### src/common/sffe_consts.vh
// constants for the serial frame engine
// Summary of operation
// - clock rests at polarity level when idle
// - phase picks first or second sampling edge
// - idle: select high, transmit line low
// - idle clock driver on for master only
// - master drops select when enabled with data
// - master enables transmit driver at start
// - mode 00: data half period before clock
// - mode 00: sample rising, change falling
// - mode 01: clock starts rising, sample falling
// - mode 10: sample falling, change rising
// - mode 11: clock starts falling, sample rising
// - select rises one bit after last sample
// - phase 0: select pulses high between words
// - phase 0 slave reloads only after select rises
// - phase 1: select stays low across words
// - words 4 to 16 bits, msb first
// - bit clock: even prescale times rate plus one
// - eight-deep sixteen-bit fifos; received words stored
`ifndef SFFE_CONSTS_VH
`define SFFE_CONSTS_VH
`define SFFE_ADDR_W      4
`define SFFE_REG_CTRL0   4'h0
`define SFFE_REG_CTRL1   4'h1
`define SFFE_REG_DATA    4'h2
`define SFFE_REG_STATUS  4'h3
`define SFFE_REG_PRESC   4'h4
`define SFFE_DSS_LO      3:0
`define SFFE_SPO_BIT     6
`define SFFE_SPH_BIT     7
`define SFFE_SCR_RANGE   15:8
`define SFFE_SSE_BIT     1
`define SFFE_MS_BIT      2
`define SFFE_DSS_MIN     4'h3
`define SFFE_FIFO_DEPTH  32
`define SFFE_FIFO_AW     5
`define SFFE_WORD_W      16
`define SFFE_HW_FIFO_MAX 6'h08
`define SFFE_PRESC_MIN   8'h02
`define SFFE_ST_IDLE     3'h0
`define SFFE_ST_LEAD     3'h1
`define SFFE_ST_BITA     3'h2
`define SFFE_ST_BITB     3'h3
`define SFFE_ST_TAIL     3'h4
`define SFFE_ST_GAP      3'h5
`endif

### src/verilog/sffe_engine.v
// serial frame engine with register port, fifos, master and slave roles
`include "sffe_consts.vh"
// ==========================================
// fifo with valid and ready on both sides
module sffe_fifo #(
  parameter WIDTH = `SFFE_WORD_W,
  parameter DEPTH = `SFFE_FIFO_DEPTH,
  parameter AW    = `SFFE_FIFO_AW
) (
  // clock and reset
  input  wire             clk,
  input  wire             rst,
  input  wire             ce,
  // filling side
  input  wire             in_valid,
  output wire             in_ready,
  input  wire [WIDTH-1:0] in_data,
  // draining side
  output wire             out_valid,
  input  wire             out_ready,
  output wire [WIDTH-1:0] out_data,
  output wire [AW:0]      level
);
  reg [WIDTH-1:0] mem [0:DEPTH-1];
  reg [AW-1:0]    wp_r;
  reg [AW-1:0]    rp_r;
  reg [AW:0]      cnt_r;
  wire            wr_go;
  wire            rd_go;
  assign in_ready  = (cnt_r != DEPTH[AW:0]);
  assign out_valid = (cnt_r != {(AW+1){1'b0}});
  assign out_data  = mem[rp_r];
  assign level     = cnt_r;
  assign wr_go     = ce & in_valid & in_ready;
  assign rd_go     = ce & out_valid & out_ready;
  // storage
  always @(posedge clk) begin
    if (wr_go) begin
      mem[wp_r] <= in_data;
    end
  end
  // pointers and count
  always @(posedge clk or posedge rst) begin
    if (rst) begin
      wp_r  <= {AW{1'b0}};
      rp_r  <= {AW{1'b0}};
      cnt_r <= {(AW+1){1'b0}};
    end else begin
      if (wr_go) begin
        wp_r <= wp_r + 1'b1;
      end
      if (rd_go) begin
        rp_r <= rp_r + 1'b1;
      end
      if (wr_go & ~rd_go) begin
        cnt_r <= cnt_r + 1'b1;
      end else if (rd_go & ~wr_go) begin
        cnt_r <= cnt_r - 1'b1;
      end
    end
  end
endmodule

// ==========================================
// frame engine top
module sffe_engine (
  // clock and reset
  input  wire        sys_clk,
  input  wire        sys_rst,
  input  wire        clk_en,
  // register port
  input  wire [3:0]  reg_addr,
  input  wire [15:0] reg_wdata,
  input  wire        reg_wr,
  input  wire        reg_rd,
  output reg  [15:0] reg_rdata,
  // serial pins
  input  wire        serial_bit_clock_pin_i,
  output reg         serial_bit_clock_pin_o,
  output reg         serial_bit_clock_pin_oe,
  input  wire        frame_select_pin_i,
  output reg         frame_select_pin_o,
  output reg         frame_select_pin_oe,
  output reg         serial_transmit_line,
  output reg         serial_transmit_line_oe,
  input  wire        serial_receive_line
);
  // ==========================================
  // registers
  reg  [15:0] control_register_zero_r;
  reg  [2:0]  control_one_r;
  reg  [7:0]  clock_prescale_divisor_r;
  reg         busy_r;
  wire [3:0]  dss        = control_register_zero_r[`SFFE_DSS_LO];
  wire        clock_polarity_bit = control_register_zero_r[`SFFE_SPO_BIT];
  wire        clock_phase_bit    = control_register_zero_r[`SFFE_SPH_BIT];
  wire [7:0]  serial_clock_rate_field = control_register_zero_r[`SFFE_SCR_RANGE];
  wire        port_en    = control_one_r[`SFFE_SSE_BIT];
  wire        is_slave   = control_one_r[`SFFE_MS_BIT];
  wire        dss_ok     = (dss >= `SFFE_DSS_MIN);
  // fifo wires
  wire        tx_in_rdy;
  wire        tx_out_vld;
  wire [15:0] tx_out_dat;
  wire [5:0]  tx_lvl;
  wire        rx_in_rdy;
  wire        rx_out_vld;
  wire [15:0] rx_out_dat;
  wire [5:0]  rx_lvl;
  reg         tx_pop;
  reg         rx_push;
  reg  [15:0] rx_word_r;
  wire        wr_data = reg_wr & (reg_addr == `SFFE_REG_DATA);
  wire        rd_data = reg_rd & (reg_addr == `SFFE_REG_DATA);
  // software writes beyond the eight documented entries are refused
  wire        tx_accept = wr_data & tx_in_rdy & (tx_lvl < `SFFE_HW_FIFO_MAX);

  sffe_fifo #(.WIDTH(16), .DEPTH(`SFFE_FIFO_DEPTH), .AW(`SFFE_FIFO_AW)) u_txf (
    .clk       (sys_clk),
    .rst       (sys_rst),
    .ce        (clk_en),
    .in_valid  (tx_accept),
    .in_ready  (tx_in_rdy),
    .in_data   (reg_wdata),
    .out_valid (tx_out_vld),
    .out_ready (tx_pop),
    .out_data  (tx_out_dat),
    .level     (tx_lvl)
  );
  sffe_fifo #(.WIDTH(16), .DEPTH(`SFFE_FIFO_DEPTH), .AW(`SFFE_FIFO_AW)) u_rxf (
    .clk       (sys_clk),
    .rst       (sys_rst),
    .ce        (clk_en),
    .in_valid  (rx_push & rx_in_rdy & (rx_lvl < `SFFE_HW_FIFO_MAX)),
    .in_ready  (rx_in_rdy),
    .in_data   (rx_word_r),
    .out_valid (rx_out_vld),
    .out_ready (rd_data),
    .out_data  (rx_out_dat),
    .level     (rx_lvl)
  );

  // register writes and read data
  always @(posedge sys_clk or posedge sys_rst) begin
    if (sys_rst) begin
      control_register_zero_r  <= 16'h0000;
      control_one_r            <= 3'h0;
      clock_prescale_divisor_r <= 8'h00;
      reg_rdata                <= 16'h0000;
    end else if (clk_en) begin
      if (reg_wr) begin
        case (reg_addr)
          `SFFE_REG_CTRL0: control_register_zero_r <= reg_wdata;
          `SFFE_REG_CTRL1: control_one_r <= reg_wdata[2:0];
          `SFFE_REG_PRESC: clock_prescale_divisor_r <= {reg_wdata[7:1], 1'b0};
          default: ;
        endcase
      end
      reg_rdata <= 16'h0000;
      if (reg_rd) begin
        case (reg_addr)
          `SFFE_REG_CTRL0:  reg_rdata <= control_register_zero_r;
          `SFFE_REG_CTRL1:  reg_rdata <= {13'h0000, control_one_r};
          `SFFE_REG_DATA:   reg_rdata <= rx_out_vld ? rx_out_dat : 16'h0000;
          `SFFE_REG_STATUS: reg_rdata <= {11'h000, busy_r, rx_lvl == `SFFE_HW_FIFO_MAX, rx_out_vld,
                                          tx_lvl < `SFFE_HW_FIFO_MAX, ~tx_out_vld};
          `SFFE_REG_PRESC:  reg_rdata <= {8'h00, clock_prescale_divisor_r};
          default:          reg_rdata <= 16'h0000;
        endcase
      end
    end
  end

  // ==========================================
  // pin synchronisers
  reg [1:0] sclk_s_r;
  reg [1:0] fss_s_r;
  reg [1:0] rxd_s_r;
  reg       sclk_d_r;
  always @(posedge sys_clk or posedge sys_rst) begin
    if (sys_rst) begin
      sclk_s_r <= 2'b00;
      fss_s_r  <= 2'b11;
      rxd_s_r  <= 2'b00;
      sclk_d_r <= 1'b0;
    end else if (clk_en) begin
      sclk_s_r <= {sclk_s_r[0], serial_bit_clock_pin_i};
      fss_s_r  <= {fss_s_r[0], frame_select_pin_i};
      rxd_s_r  <= {rxd_s_r[0], serial_receive_line};
      sclk_d_r <= sclk_s_r[1];
    end
  end
  wire rxd    = rxd_s_r[1];
  wire s_sel  = ~fss_s_r[1];
  wire s_rise = sclk_s_r[1] & ~sclk_d_r;
  wire s_fall = ~sclk_s_r[1] & sclk_d_r;
  // slave sample and change edges per polarity and phase
  wire s_samp = (clock_polarity_bit ^ clock_phase_bit) ? s_fall : s_rise;
  wire s_chg  = (clock_polarity_bit ^ clock_phase_bit) ? s_rise : s_fall;

  // ==========================================
  // half-bit tick: prescale then rate field
  reg  [7:0]  pre_cnt_r;
  reg  [7:0]  rate_cnt_r;
  reg         half_tick;
  reg  [2:0]  state_r;
  reg  [3:0]  bit_r;
  reg  [15:0] sh_tx_r;
  reg  [15:0] sh_rx_r;
  wire        run = (state_r != `SFFE_ST_IDLE);
  wire [7:0]  presc_half = clock_prescale_divisor_r < `SFFE_PRESC_MIN ?
                           8'h01 : {1'b0, clock_prescale_divisor_r[7:1]};
  // a half bit is presc/2 * (1 + rate) system clocks
  always @(posedge sys_clk or posedge sys_rst) begin
    if (sys_rst) begin
      pre_cnt_r  <= 8'h00;
      rate_cnt_r <= 8'h00;
      half_tick  <= 1'b0;
    end else if (clk_en) begin
      half_tick <= 1'b0;
      if (!run) begin
        pre_cnt_r  <= 8'h00;
        rate_cnt_r <= 8'h00;
      end else if (pre_cnt_r == presc_half - 8'h01) begin
        pre_cnt_r <= 8'h00;
        if (rate_cnt_r == serial_clock_rate_field) begin
          rate_cnt_r <= 8'h00;
          half_tick  <= 1'b1;
        end else begin
          rate_cnt_r <= rate_cnt_r + 8'h01;
        end
      end else begin
        pre_cnt_r <= pre_cnt_r + 8'h01;
      end
    end
  end

  // ==========================================
  // frame sequencer (master) and shifter (slave)
  wire [15:0] msb_mask = 16'h0001 << dss;
  wire [15:0] word_mask = {msb_mask[14:0], 1'b0} - 16'h0001;
  wire        m_start  = port_en & ~is_slave & tx_out_vld & dss_ok & (state_r == `SFFE_ST_IDLE);
  always @(posedge sys_clk or posedge sys_rst) begin
    if (sys_rst) begin
      state_r                 <= `SFFE_ST_IDLE;
      bit_r                   <= 4'h0;
      sh_tx_r                 <= 16'h0000;
      sh_rx_r                 <= 16'h0000;
      rx_word_r               <= 16'h0000;
      rx_push                 <= 1'b0;
      tx_pop                  <= 1'b0;
      busy_r                  <= 1'b0;
      serial_bit_clock_pin_o  <= 1'b0;
      serial_bit_clock_pin_oe <= 1'b0;
      frame_select_pin_o      <= 1'b1;
      frame_select_pin_oe     <= 1'b0;
      serial_transmit_line    <= 1'b0;
      serial_transmit_line_oe <= 1'b0;
    end else if (clk_en) begin
      rx_push <= 1'b0;
      tx_pop  <= 1'b0;
      serial_bit_clock_pin_oe <= port_en & ~is_slave;
      frame_select_pin_oe     <= port_en & ~is_slave;
      if (!port_en) begin
        state_r                 <= `SFFE_ST_IDLE;
        busy_r                  <= 1'b0;
        serial_bit_clock_pin_o  <= clock_polarity_bit;
        frame_select_pin_o      <= 1'b1;
        serial_transmit_line    <= 1'b0;
        serial_transmit_line_oe <= 1'b0;
      end else if (is_slave) begin
        serial_bit_clock_pin_o <= clock_polarity_bit;
        frame_select_pin_o     <= 1'b1;
        serial_transmit_line_oe <= s_sel;
        busy_r <= s_sel;
        if (!s_sel) begin
          // word loads only while deselected when phase is 0
          serial_transmit_line <= 1'b0;
          bit_r <= dss;
          if (tx_out_vld && !tx_pop && state_r == `SFFE_ST_IDLE) begin
            sh_tx_r <= tx_out_dat;
            tx_pop  <= 1'b1;
            state_r <= `SFFE_ST_BITA;
          end
        end else begin
          if (state_r == `SFFE_ST_BITA && !clock_phase_bit) begin
            serial_transmit_line <= |(sh_tx_r & msb_mask);
          end
          if (s_chg && !(clock_phase_bit && bit_r == dss && state_r != `SFFE_ST_BITB)) begin
            serial_transmit_line <= |(sh_tx_r & msb_mask);
          end
          if (s_chg && state_r == `SFFE_ST_BITB) begin
            sh_tx_r <= {sh_tx_r[14:0], 1'b0};
          end
          if (s_chg && clock_phase_bit) begin
            state_r <= `SFFE_ST_BITB;
            serial_transmit_line <= |(sh_tx_r & msb_mask);
          end
          if (s_samp) begin
            sh_rx_r <= {sh_rx_r[14:0], rxd};
            if (!clock_phase_bit) begin
              state_r <= `SFFE_ST_BITB;
            end
            if (bit_r == 4'h0) begin
              rx_word_r <= {sh_rx_r[14:0], rxd} & word_mask;
              rx_push   <= 1'b1;
              bit_r     <= dss;
              state_r   <= clock_phase_bit ? `SFFE_ST_BITA : `SFFE_ST_GAP;
              if (clock_phase_bit && tx_out_vld) begin
                sh_tx_r <= tx_out_dat;
                tx_pop  <= 1'b1;
              end
            end else begin
              bit_r <= bit_r - 4'h1;
            end
          end
        end
      end else begin
        case (state_r)
          `SFFE_ST_IDLE: begin
            busy_r                  <= 1'b0;
            serial_bit_clock_pin_o  <= clock_polarity_bit;
            frame_select_pin_o      <= 1'b1;
            serial_transmit_line    <= 1'b0;
            serial_transmit_line_oe <= 1'b0;
            if (m_start) begin
              sh_tx_r                 <= tx_out_dat;
              tx_pop                  <= 1'b1;
              bit_r                   <= dss;
              busy_r                  <= 1'b1;
              frame_select_pin_o      <= 1'b0;
              serial_transmit_line_oe <= 1'b1;
              state_r                 <= `SFFE_ST_LEAD;
            end
          end
          `SFFE_ST_LEAD: begin
            // half bit after select falls: data out; first edge here in phase 1, a half bit later in phase 0
            if (half_tick) begin
              serial_transmit_line <= |(sh_tx_r & msb_mask);
              if (clock_phase_bit) begin
                serial_bit_clock_pin_o <= ~clock_polarity_bit;
                state_r <= `SFFE_ST_BITB;
              end else begin
                state_r <= `SFFE_ST_BITA;
              end
            end
          end
          `SFFE_ST_BITA: begin
            // first edge of bit: sample for phase 0
            if (half_tick) begin
              serial_bit_clock_pin_o <= ~serial_bit_clock_pin_o;
              if (!clock_phase_bit) begin
                sh_rx_r <= {sh_rx_r[14:0], rxd};
              end else begin
                serial_transmit_line <= |(sh_tx_r & msb_mask);
              end
              state_r <= `SFFE_ST_BITB;
            end
          end
          `SFFE_ST_BITB: begin
            // second edge: sample for phase 1, else change data
            if (half_tick) begin
              serial_bit_clock_pin_o <= ~serial_bit_clock_pin_o;
              if (clock_phase_bit) begin
                sh_rx_r <= {sh_rx_r[14:0], rxd};
              end
              if (bit_r == 4'h0) begin
                rx_word_r <= (clock_phase_bit ? {sh_rx_r[14:0], rxd} : sh_rx_r) & word_mask;
                rx_push   <= 1'b1;
                if (clock_phase_bit && tx_out_vld && !tx_pop) begin
                  sh_tx_r <= tx_out_dat;
                  tx_pop  <= 1'b1;
                  bit_r   <= dss;
                  state_r <= `SFFE_ST_BITA;
                end else begin
                  bit_r   <= {3'h0, clock_phase_bit};
                  state_r <= `SFFE_ST_TAIL;
                end
              end else begin
                sh_tx_r <= {sh_tx_r[14:0], 1'b0};
                bit_r   <= bit_r - 4'h1;
                if (!clock_phase_bit) begin
                  serial_transmit_line <= |({sh_tx_r[14:0], 1'b0} & msb_mask);
                end
                state_r <= `SFFE_ST_BITA;
              end
            end
          end
          `SFFE_ST_TAIL: begin
            // one full bit after last sample; phase 1 counts one more half bit
            if (half_tick && bit_r != 4'h0) begin
              bit_r <= bit_r - 4'h1;
            end else if (half_tick) begin
              frame_select_pin_o      <= 1'b1;
              serial_transmit_line    <= 1'b0;
              state_r <= (!clock_phase_bit && tx_out_vld) ? `SFFE_ST_GAP : `SFFE_ST_IDLE;
            end
          end
          `SFFE_ST_GAP: begin
            // select high pulse between phase 0 words
            if (half_tick) begin
              sh_tx_r            <= tx_out_dat;
              tx_pop             <= 1'b1;
              bit_r              <= dss;
              frame_select_pin_o <= 1'b0;
              state_r            <= `SFFE_ST_LEAD;
            end
          end
          default: state_r <= `SFFE_ST_IDLE;
        endcase
      end
    end
  end
endmodule
### config.mk
export PLATFORM = sky130hd
export DESIGN_NAME = sffe_engine
export DESIGN_NICKNAME = d
export VERILOG_FILES = /design/src/verilog/sffe_engine.v
export VERILOG_INCLUDE_DIRS = /design/src /design/src/common
export SDC_FILE = /design/constraint.sdc
export NUM_CORES = 2
export LEC_CHECK = 0
export BUFFER_PORTS_ARGS = -buffer_cell sky130_fd_sc_hd__buf_2
export CELL_PAD_IN_SITES_DETAIL_PLACEMENT = 1
export CELL_PAD_IN_SITES_GLOBAL_PLACEMENT = 2
export CORE_UTILIZATION = 40
export DETAILED_ROUTE_END_ITERATION = 12
export GPL_ROUTABILITY_DRIVEN = 0
export PLACE_DENSITY = 0.77
export RECOVER_POWER = 50
export SYNTH_ARGS = -nofsm -noshare
export SYNTH_HDL_FRONTEND = slang
export SYNTH_HIERARCHICAL = 1
export SYNTH_SLANG_ARGS = --single-unit
### constraint.sdc
create_clock -name sys_clk -period 3.9 [get_ports sys_clk]
set_input_delay 0.39 -clock sys_clk [delete_from_list [all_inputs] [get_ports sys_clk]]
set_output_delay 0.39 -clock sys_clk [all_outputs]
set_load 0.02 [all_outputs]
# Word-level counts from Yosys, hierarchy flattened
# Memory sizes are Yosys's and may differ from the RTL's.
# Cells that the tools add are included.
[word_totals]
mem_count = 2
ram_bits = 1024
reg_bits = 160
input_bits = 28
wordCells = 312
[classes]
bitwise = 40
reduce_logical = 45
shifts = 1
n_eq_ne = 46
n_addsub = 13
order_cmp = 4
mux = 132
[mem_list]
columns = ["memory", "words", "width", "rd", "rd_clocked_by_memory_dff", "write_ports", "line", "source"]
rows = [
  ["u_rxf.mem", 32, 16, 1, 0, 1, "sffe_engine.v:24", "reg [WIDTH-1:0] mem [0:DEPTH-1];"],
  ["u_txf.mem", 32, 16, 1, 0, 1, "sffe_engine.v:24", ""],
]
[op_table]
columns = ["op", "count"]
rows = [
  ["2-to-1 mux 16 bit", 28],
  ["case mux 16 bit (5 select lines)", 1],
  ["AND 16 bit", 4],
  ["2-to-1 mux 3 bit", 19],
  ["2-to-1 mux 1 bit", 56],
  ["case mux 16 bit (3 select lines)", 1],
  ["inequality test 4 bit (second input constant)", 11],
  ["2-to-1 mux 4 bit", 10],
  ["2-to-1 mux 8 bit", 5],
  ["case mux 16 bit (2 select lines)", 1],
  ["OR reduction 16 bit", 2],
  ["AND 1 bit", 24],
  ["2-to-1 mux 6 bit", 4],
  ["AND reduction 8 bit", 3],
  ["adder 5 x 1 -> 5 bit (second input constant)", 4],
  ["inequality test 3 bit (second input constant)", 6],
  ["case mux 3 bit (6 select lines)", 1],
  ["adder 8 x 1 -> 8 bit (second input constant)", 2],
  ["== test 8 bit", 2],
  ["case mux 4 bit (4 select lines)", 1],
  ["left shift 1 x 4 -> 16 bit (first input constant)", 1],
  ["subtractor 16 x 1 -> 16 bit (second input constant)", 1],
  ["adder 6 x 1 -> 6 bit (second input constant)", 2],
  ["logical AND 1 bit", 12],
  ["other kinds (45)", 80],
]

# Logic depth before layout (Yosys ltp)
[logic_depth]
depth_word = 11
depth_mapped = 14

# Hierarchy
# Netlist, hierarchy kept.
[by_module_without_submodules]
columns = ["module", "cells_each", "area_each_um2", "instances", "seq_area_each_um2"]
rows = [
  ["sffe_fifo (u_rxf)", 981, 20647.3, 1, 15775.1],
  ["sffe_fifo (u_txf)", 978, 20546.0, 1, 15775.1],
  ["sffe_engine", 804, 7686.1, 1, 3206.8],
]

# Least setup slack after synthesis
# OpenSTA, ideal clock, no wires.
[synth_timing]
kind = "register to register"
startpoint = "register u_txf.cnt_r[0], in the netlist u_txf/level[0]"
endpoint = "register u_txf.cnt_r[5], in the netlist u_txf/level[5]"
path_stages_with_launch = 13
path_buffers = 1
t_arrival_ns = 3.283
path_slack_ns = 0.495
path_cell_list = "dfrtp_1 -> or4_1 -> or3_1 -> and4_1 -> o311a_1 -> buf_2 -> ha_1 -> inv_1 -> ha_1 -> a211oi_1 -> nor3_1 -> or3b_2 -> xnor2_1"
[synth_between]
elab_chain_cells = 8
word_cells_on_any_way = 18
classes_between = "2 x add/sub; 1 x order compare; 1 x eq/ne; 2 x mux; 10 x bitwise; 2 x reduce/logical"
[synth_lines]
columns = ["element", "line", "source"]
rows = [
  ["start: declaration", "sffe_engine.v:27", "reg [AW:0] cnt_r;"],
  ["start signal: assignment", "sffe_engine.v:47", "cnt_r <= {(AW+1){1'b0}};"],
  ["start signal: assignment", "sffe_engine.v:56", "cnt_r <= cnt_r + 1'b1;"],
  ["start signal: assignment", "sffe_engine.v:58", "cnt_r <= cnt_r - 1'b1;"],
  ["inequality test 6 bit *", "sffe_engine.v:30", "assign in_ready = (cnt_r != DEPTH[AW:0]);"],
  ["via tx_in_rdy", "sffe_engine.v:102", "wire tx_in_rdy;"],
  ["AND 1 bit * (2 in a row)", "sffe_engine.v:116", "wire tx_accept = wr_data & tx_in_rdy & (tx_lvl < `SFFE_HW_FIFO_MAX);"],
  ["via tx_accept", "sffe_engine.v:116", ""],
  ["AND 1 bit * (2 in a row)", "sffe_engine.v:34", "assign wr_go = ce & in_valid & in_ready;"],
  ["via u_txf.wr_go", "sffe_engine.v:28", "wire wr_go;"],
  ["inverter 1 bit", "sffe_engine.v:57", "end else if (rd_go & ~wr_go) begin"],
  ["AND 1 bit", "sffe_engine.v:57", ""],
  ["nonzero test 2 bit (no line)", "n/a", ""],
]
# The timed path passes the listed nets; every way through them passes the cells marked *. The select of a mux whose other input is x is not followed.
# A chain may end at the register's enable or synchronous reset.

# Worst setup path after layout
[layout_timing]
startpoint = "register clock_prescale_divisor_r[3]"
endpoint = "register rate_cnt_r[3]"
[layout_between]
elab_chain_cells = 6
[layout_lines]
columns = ["element", "line", "source"]
rows = [
  ["start: declaration", "sffe_engine.v:92", "reg [7:0] clock_prescale_divisor_r;"],
  ["start signal: assignment", "sffe_engine.v:155", "`SFFE_REG_PRESC: clock_prescale_divisor_r <= {reg_wdata[7:1], 1'b0};"],
  ["less-than comparator 8 x 2 -> 1 bit (no line)", "n/a", ""],
  ["2-to-1 mux 7 bit *", "sffe_engine.v:211", "wire [7:0] presc_half = clock_prescale_divisor_r < `SFFE_PRESC_MIN ?"],
  ["subtractor 7 x 1 -> 8 bit *", "sffe_engine.v:224", "end else if (pre_cnt_r == presc_half - 8'h01) begin"],
  ["== test 8 bit *", "sffe_engine.v:224", ""],
  ["inequality test 2 x 1 -> 1 bit (no line) *", "n/a", ""],
  ["AND reduction 2 bit (no line) *", "n/a", ""],
  ["end signal: assignment", "sffe_engine.v:230", "rate_cnt_r <= rate_cnt_r + 8'h01;"],
  ["end: declaration", "sffe_engine.v:204", "reg [7:0] rate_cnt_r;"],
]
# Every way passes the cells marked *; elsewhere a longest branch is shown, timed or not.

==> impl_summary.txt <==
----------------------------------------------------
[Timing]
  Number of hold violations in the final report ... 0
  Slew of the pin with the lowest slew margin ... 2.249 ns
  Post-route minimum period ... 3.574 ns
  Final Skew ... 0.03439 ns
  Final number of setup-violating endpoints ... 0
  Slew Viols, Final ... 922
  Crit path setup slack, layout ... 0.3260 ns
  Setup TNS Final ... 0 ns
  Setup repair after global routing missed its margin ... no
  Peak clock frequency supported by timing ... 279.8 MHz
  Worst slew margin ... -0.4995
  Final period util ... 0.9164

[Synth]
  Synthesis Warnings ... 6
  Async set-or-reset flop fraction in the synthesized netlist ... 0.1351
  Cells taking the most area after synthesis ... sky130_fd_sc_hd__edfxtp_1, sky130_fd_sc_hd__mux4_2, sky130_fd_sc_hd__dfrtp_1
  Primary FF master, synth ... sky130_fd_sc_hd__edfxtp_1
  Post-synth EDFFs ... 1024
  Proportion of netlist area held by the largest area contributor ... 0.6291
  Post-synthesis instance area ... 0.04888 mm^2
  Synth top cells by count ... sky130_fd_sc_hd__edfxtp_1, sky130_fd_sc_hd__mux4_2, sky130_fd_sc_hd__dfrtp_1
  Post-synthesis sequential area ratio ... 0.7111
  Most common cell in the netlist ... sky130_fd_sc_hd__edfxtp_1
  Avg Cell Area, Syn ... 17.69 um^2
  #FFs+latches synth ... 1184
  Count of unique library cells instantiated by Yosys ... 88
  Synthesized netlist cell count ... 2763
  Post-synthesis net count ... 2819
  Library cell with the largest summed area after synthesis ... sky130_fd_sc_hd__edfxtp_1

[Route]
  Routed wire length per instance ... 28.09 um
  Number of violations reported at the end of detailed-routing iteration 0 ... 2645
  Remaining antenna violation count ... 0
  Drt pass-1 iters ... 7
  Via count of the routed design ... 27110
  Routed via count divided by cell count ... 5.841
  Residual DRC count ... 0
  Wire length after detailed routing ... 130.4 mm

[Critical path]
  Critical setup path kind ... flip-flop to flip-flop
  Crit path DAT ... 4.16 ns
  First element of the critical path ... clock_prescale_divisor_r[3]
  R2r startpoint ... clock_prescale_divisor_r[3]
  Cells traversed along the worst timing path ... or4_1 -> nor3_1 -> nor2_1 -> ha_1 -> o21ba_2 -> a221oi_1 -> o221ai_1 -> o31ai_4 -> nand2_1 -> a221o_1
  Crit-path slowest cell ... sky130_fd_sc_hd__or4_1
  Slowest Stage Delay on Critical Path ... 0.59 ns
  Critical-path maximum fanout ... 9
  Startpoint kind of the worst setup timing path ... flip-flop
  R2R Setup Slk ... 0.33 ns
  Endpoint required time on the critical path ... 4.49 ns
  Critical path endpoint category ... flip-flop

[GRT]
  Pin count of the biggest net entering global routing ... 96
  Total Routing Usage GR ... 0.2121
  Number of global-route vias before repair ... 28300
  Number of antenna violations at the first check in global routing ... 1
  First-pass GRT wire length ... 192.8 mm
  Total overflow reported by the global router ... 0

[Power and ir drop]
  NetSw ... 10030 uW
  Sequential cell fraction of total power ... 0.429
  Sw Share ... 0.2903
  Internal Dissipation ... 24520 uW
  Worst-case vdd ir drop ... 468.3 uV
  Clock network fraction of total power ... 0.346
  Post-route total power ... 34550 uW
  Leakage ... 0.01823 uW
  Relative contribution of combinational cells to total power ... 0.224
  Power per Cell Area ... 621.1 mW/mm^2

[Floorplan]
  Number of rows in the core area ... 127
  I/O Pins ... 50
  Core outline area ... 0.1206 mm^2
  Die ar. ... 0.1236 mm^2
  Initial cell density of the core ... 0.4053
  Die Y ... 351.6 um
  Die width ... 351.6 um

[Clock network]
  TritonCTS Buffers ... 120
  Setup repair bufs after CTS ... 0
  Clock tree buffer depth ... 3
  Depth of the CTS H-tree ... 3
  CTS Sinks ... 1184
  Clock root buffer ... sky130_fd_sc_hd__clkbuf_16
  Clock latency on the worst-skew pair ... 0.72 ns
  CTS tree ... done
  Clock-pin slew reported for the worst setup and hold paths after clock tree synthesis ... 0.07 ns

[Min path]
  Start point of the worst min-delay path ... reg_addr[2]
  Class of the most critical hold timing path ... input port to flip-flop

[Flow run]
  # Max-Cap Violations ... 25

[Placement]
  Port Buf Inserts ... 49
  Pre-CTS setup slack ... 0.3369 ns
  Half-perimeter wire length after placement ... 82.15 mm
  Number of cells in the design after placement ... 4409
  Total placed instance area ... 0.05158 mm^2

[Layout]
  Layout overhead on the synthesized area ... 13.81%
  Finished layout cell area ... 0.05563 mm^2
  Filler-free cell count of the finished design ... 4641
  Final net count ... 2979
  Layout cells sized above 1 ... 0.2224

[Run status]
  Violated checks ... max-capacitance violations, max-slew violations
  Result of the run ... finished with violations

----------------------------------------------------
kinds of logic after synthesis:
family / Yosys count / synth area share
flip-flops: 1184 / 0.7111
adder cells (fa/ha/maj): 28 / 0.007475
AO/OA/AOI/OAI: 483 / 0.07687
buffers and inverters: 207 / 0.02155
AND/OR/NAND/NOR: 422 / 0.04321
XOR/XNOR: 44 / 0.007884
multiplexers: 395 / 0.1319
worst max-delay path, delay by kind of cell, from the launching register on:
family / cells / cell delay (ns)
AND/OR/NAND/NOR: 4 / 1.08
adder cells (fa/ha/maj): 1 / 0.28
flip-flops: 1 / 0.48
AO/OA/AOI/OAI: 5 / 1.60
timing repair:
action / CTS / global route
hold buffers: 4 / 0
resized for setup: 0 / 0
hold endpoints to repair: 35 / 0
final timing paths:
kind,to,cells past startpoint
max in group asynchronous,pre_cnt_r[6],4
max reg2reg,rate_cnt_r[3],10
min in group asynchronous,u_txf/wp_r[0],3
min reg2reg,sclk_s_r[1],1
max,rate_cnt_r[3],10
min,reg_rdata[2],3
sequential cells by signal (all words and copies together) (netlist names), 3 cells and up:
name                      count
rate_cnt_r                    8
u_txf/mem                   512
control_one_r                 3
sh_rx_r                      16
u_rxf/wp_r                    5
pre_cnt_r                     8
reg_rdata                    16
u_txf/wp_r                    5
sh_tx_r                      16
rx_word_r                    16
clock_prescale_divisor_r      7
control_register_zero_r      16
bit_r                         4
state_r                       3
u_txf/level                   6
u_txf/rp_r                    5
u_rxf/level                   6
u_rxf/mem                   512
u_rxf/rp_r                    5
power groups by stage:
stage          Combinational (uW)  Sequential, uW  Clock, uW
2_1_floorplan                5910           14600          0
3_3_place_gp                 7500           15000          0
3_5_place_dp                 7780           15100          0
4_1_cts                      7840           14800      12200
5_1_grt                      8290           14900      12600
6_report                     7760           14800      12000
routing by layer:
layer	global-route usage	share of wire
met1	0.2928	0.43
met2	0.3510	0.49
met3	0.02368	0.051
met4	0.06983	0.031
met5	0	0
through the flow:
stage            util  hold slack [ns]
5_1_grt        0.4612           0.1410
3_3_place_gp   0.4277           0.4795
2_1_floorplan       -           0.3037
6_report       0.4613           0.1516
4_1_cts        0.4620           0.1022
3_5_place_dp   0.4277           0.4824
layout by cell type, fill, tap and decap left out, drive strengths merged, types with 15 or more instances in the layout:
cell        n
ha         26
nand3      24
nand2     122
mux4      192
a2111oi    31
inv        40
a22oi      43
bufinv     18
nor2b      21
o2bb2ai    19
mux2       56
buf       165
mux2i     147
clkbuf    182
nor3       19
a21oi      89
nor2      123
nand3b     26
a22o       35
dfrtp     157
o31ai      17
xor2       15
xnor2      29
o221ai     49
a2bb2oi    16
o22ai      38
clkinv     52
o21ai      55
edfxtp   1024
cell type report:
type / instances / area, um^2
Fill cell: 11380 / 64980
Timing Repair Buffer: 211 / 1503
Antenna cell: 3 / 7.507
Sequential cell: 1184 / 34770
Clock inverter: 85 / 944.7
Clock buffer: 140 / 3161
Inverter: 34 / 131.4
Tap cell: 1612 / 2017
Multi-Input combinational cell: 1372 / 13100
Note: power is estimated with default switching activity, not from simulation.
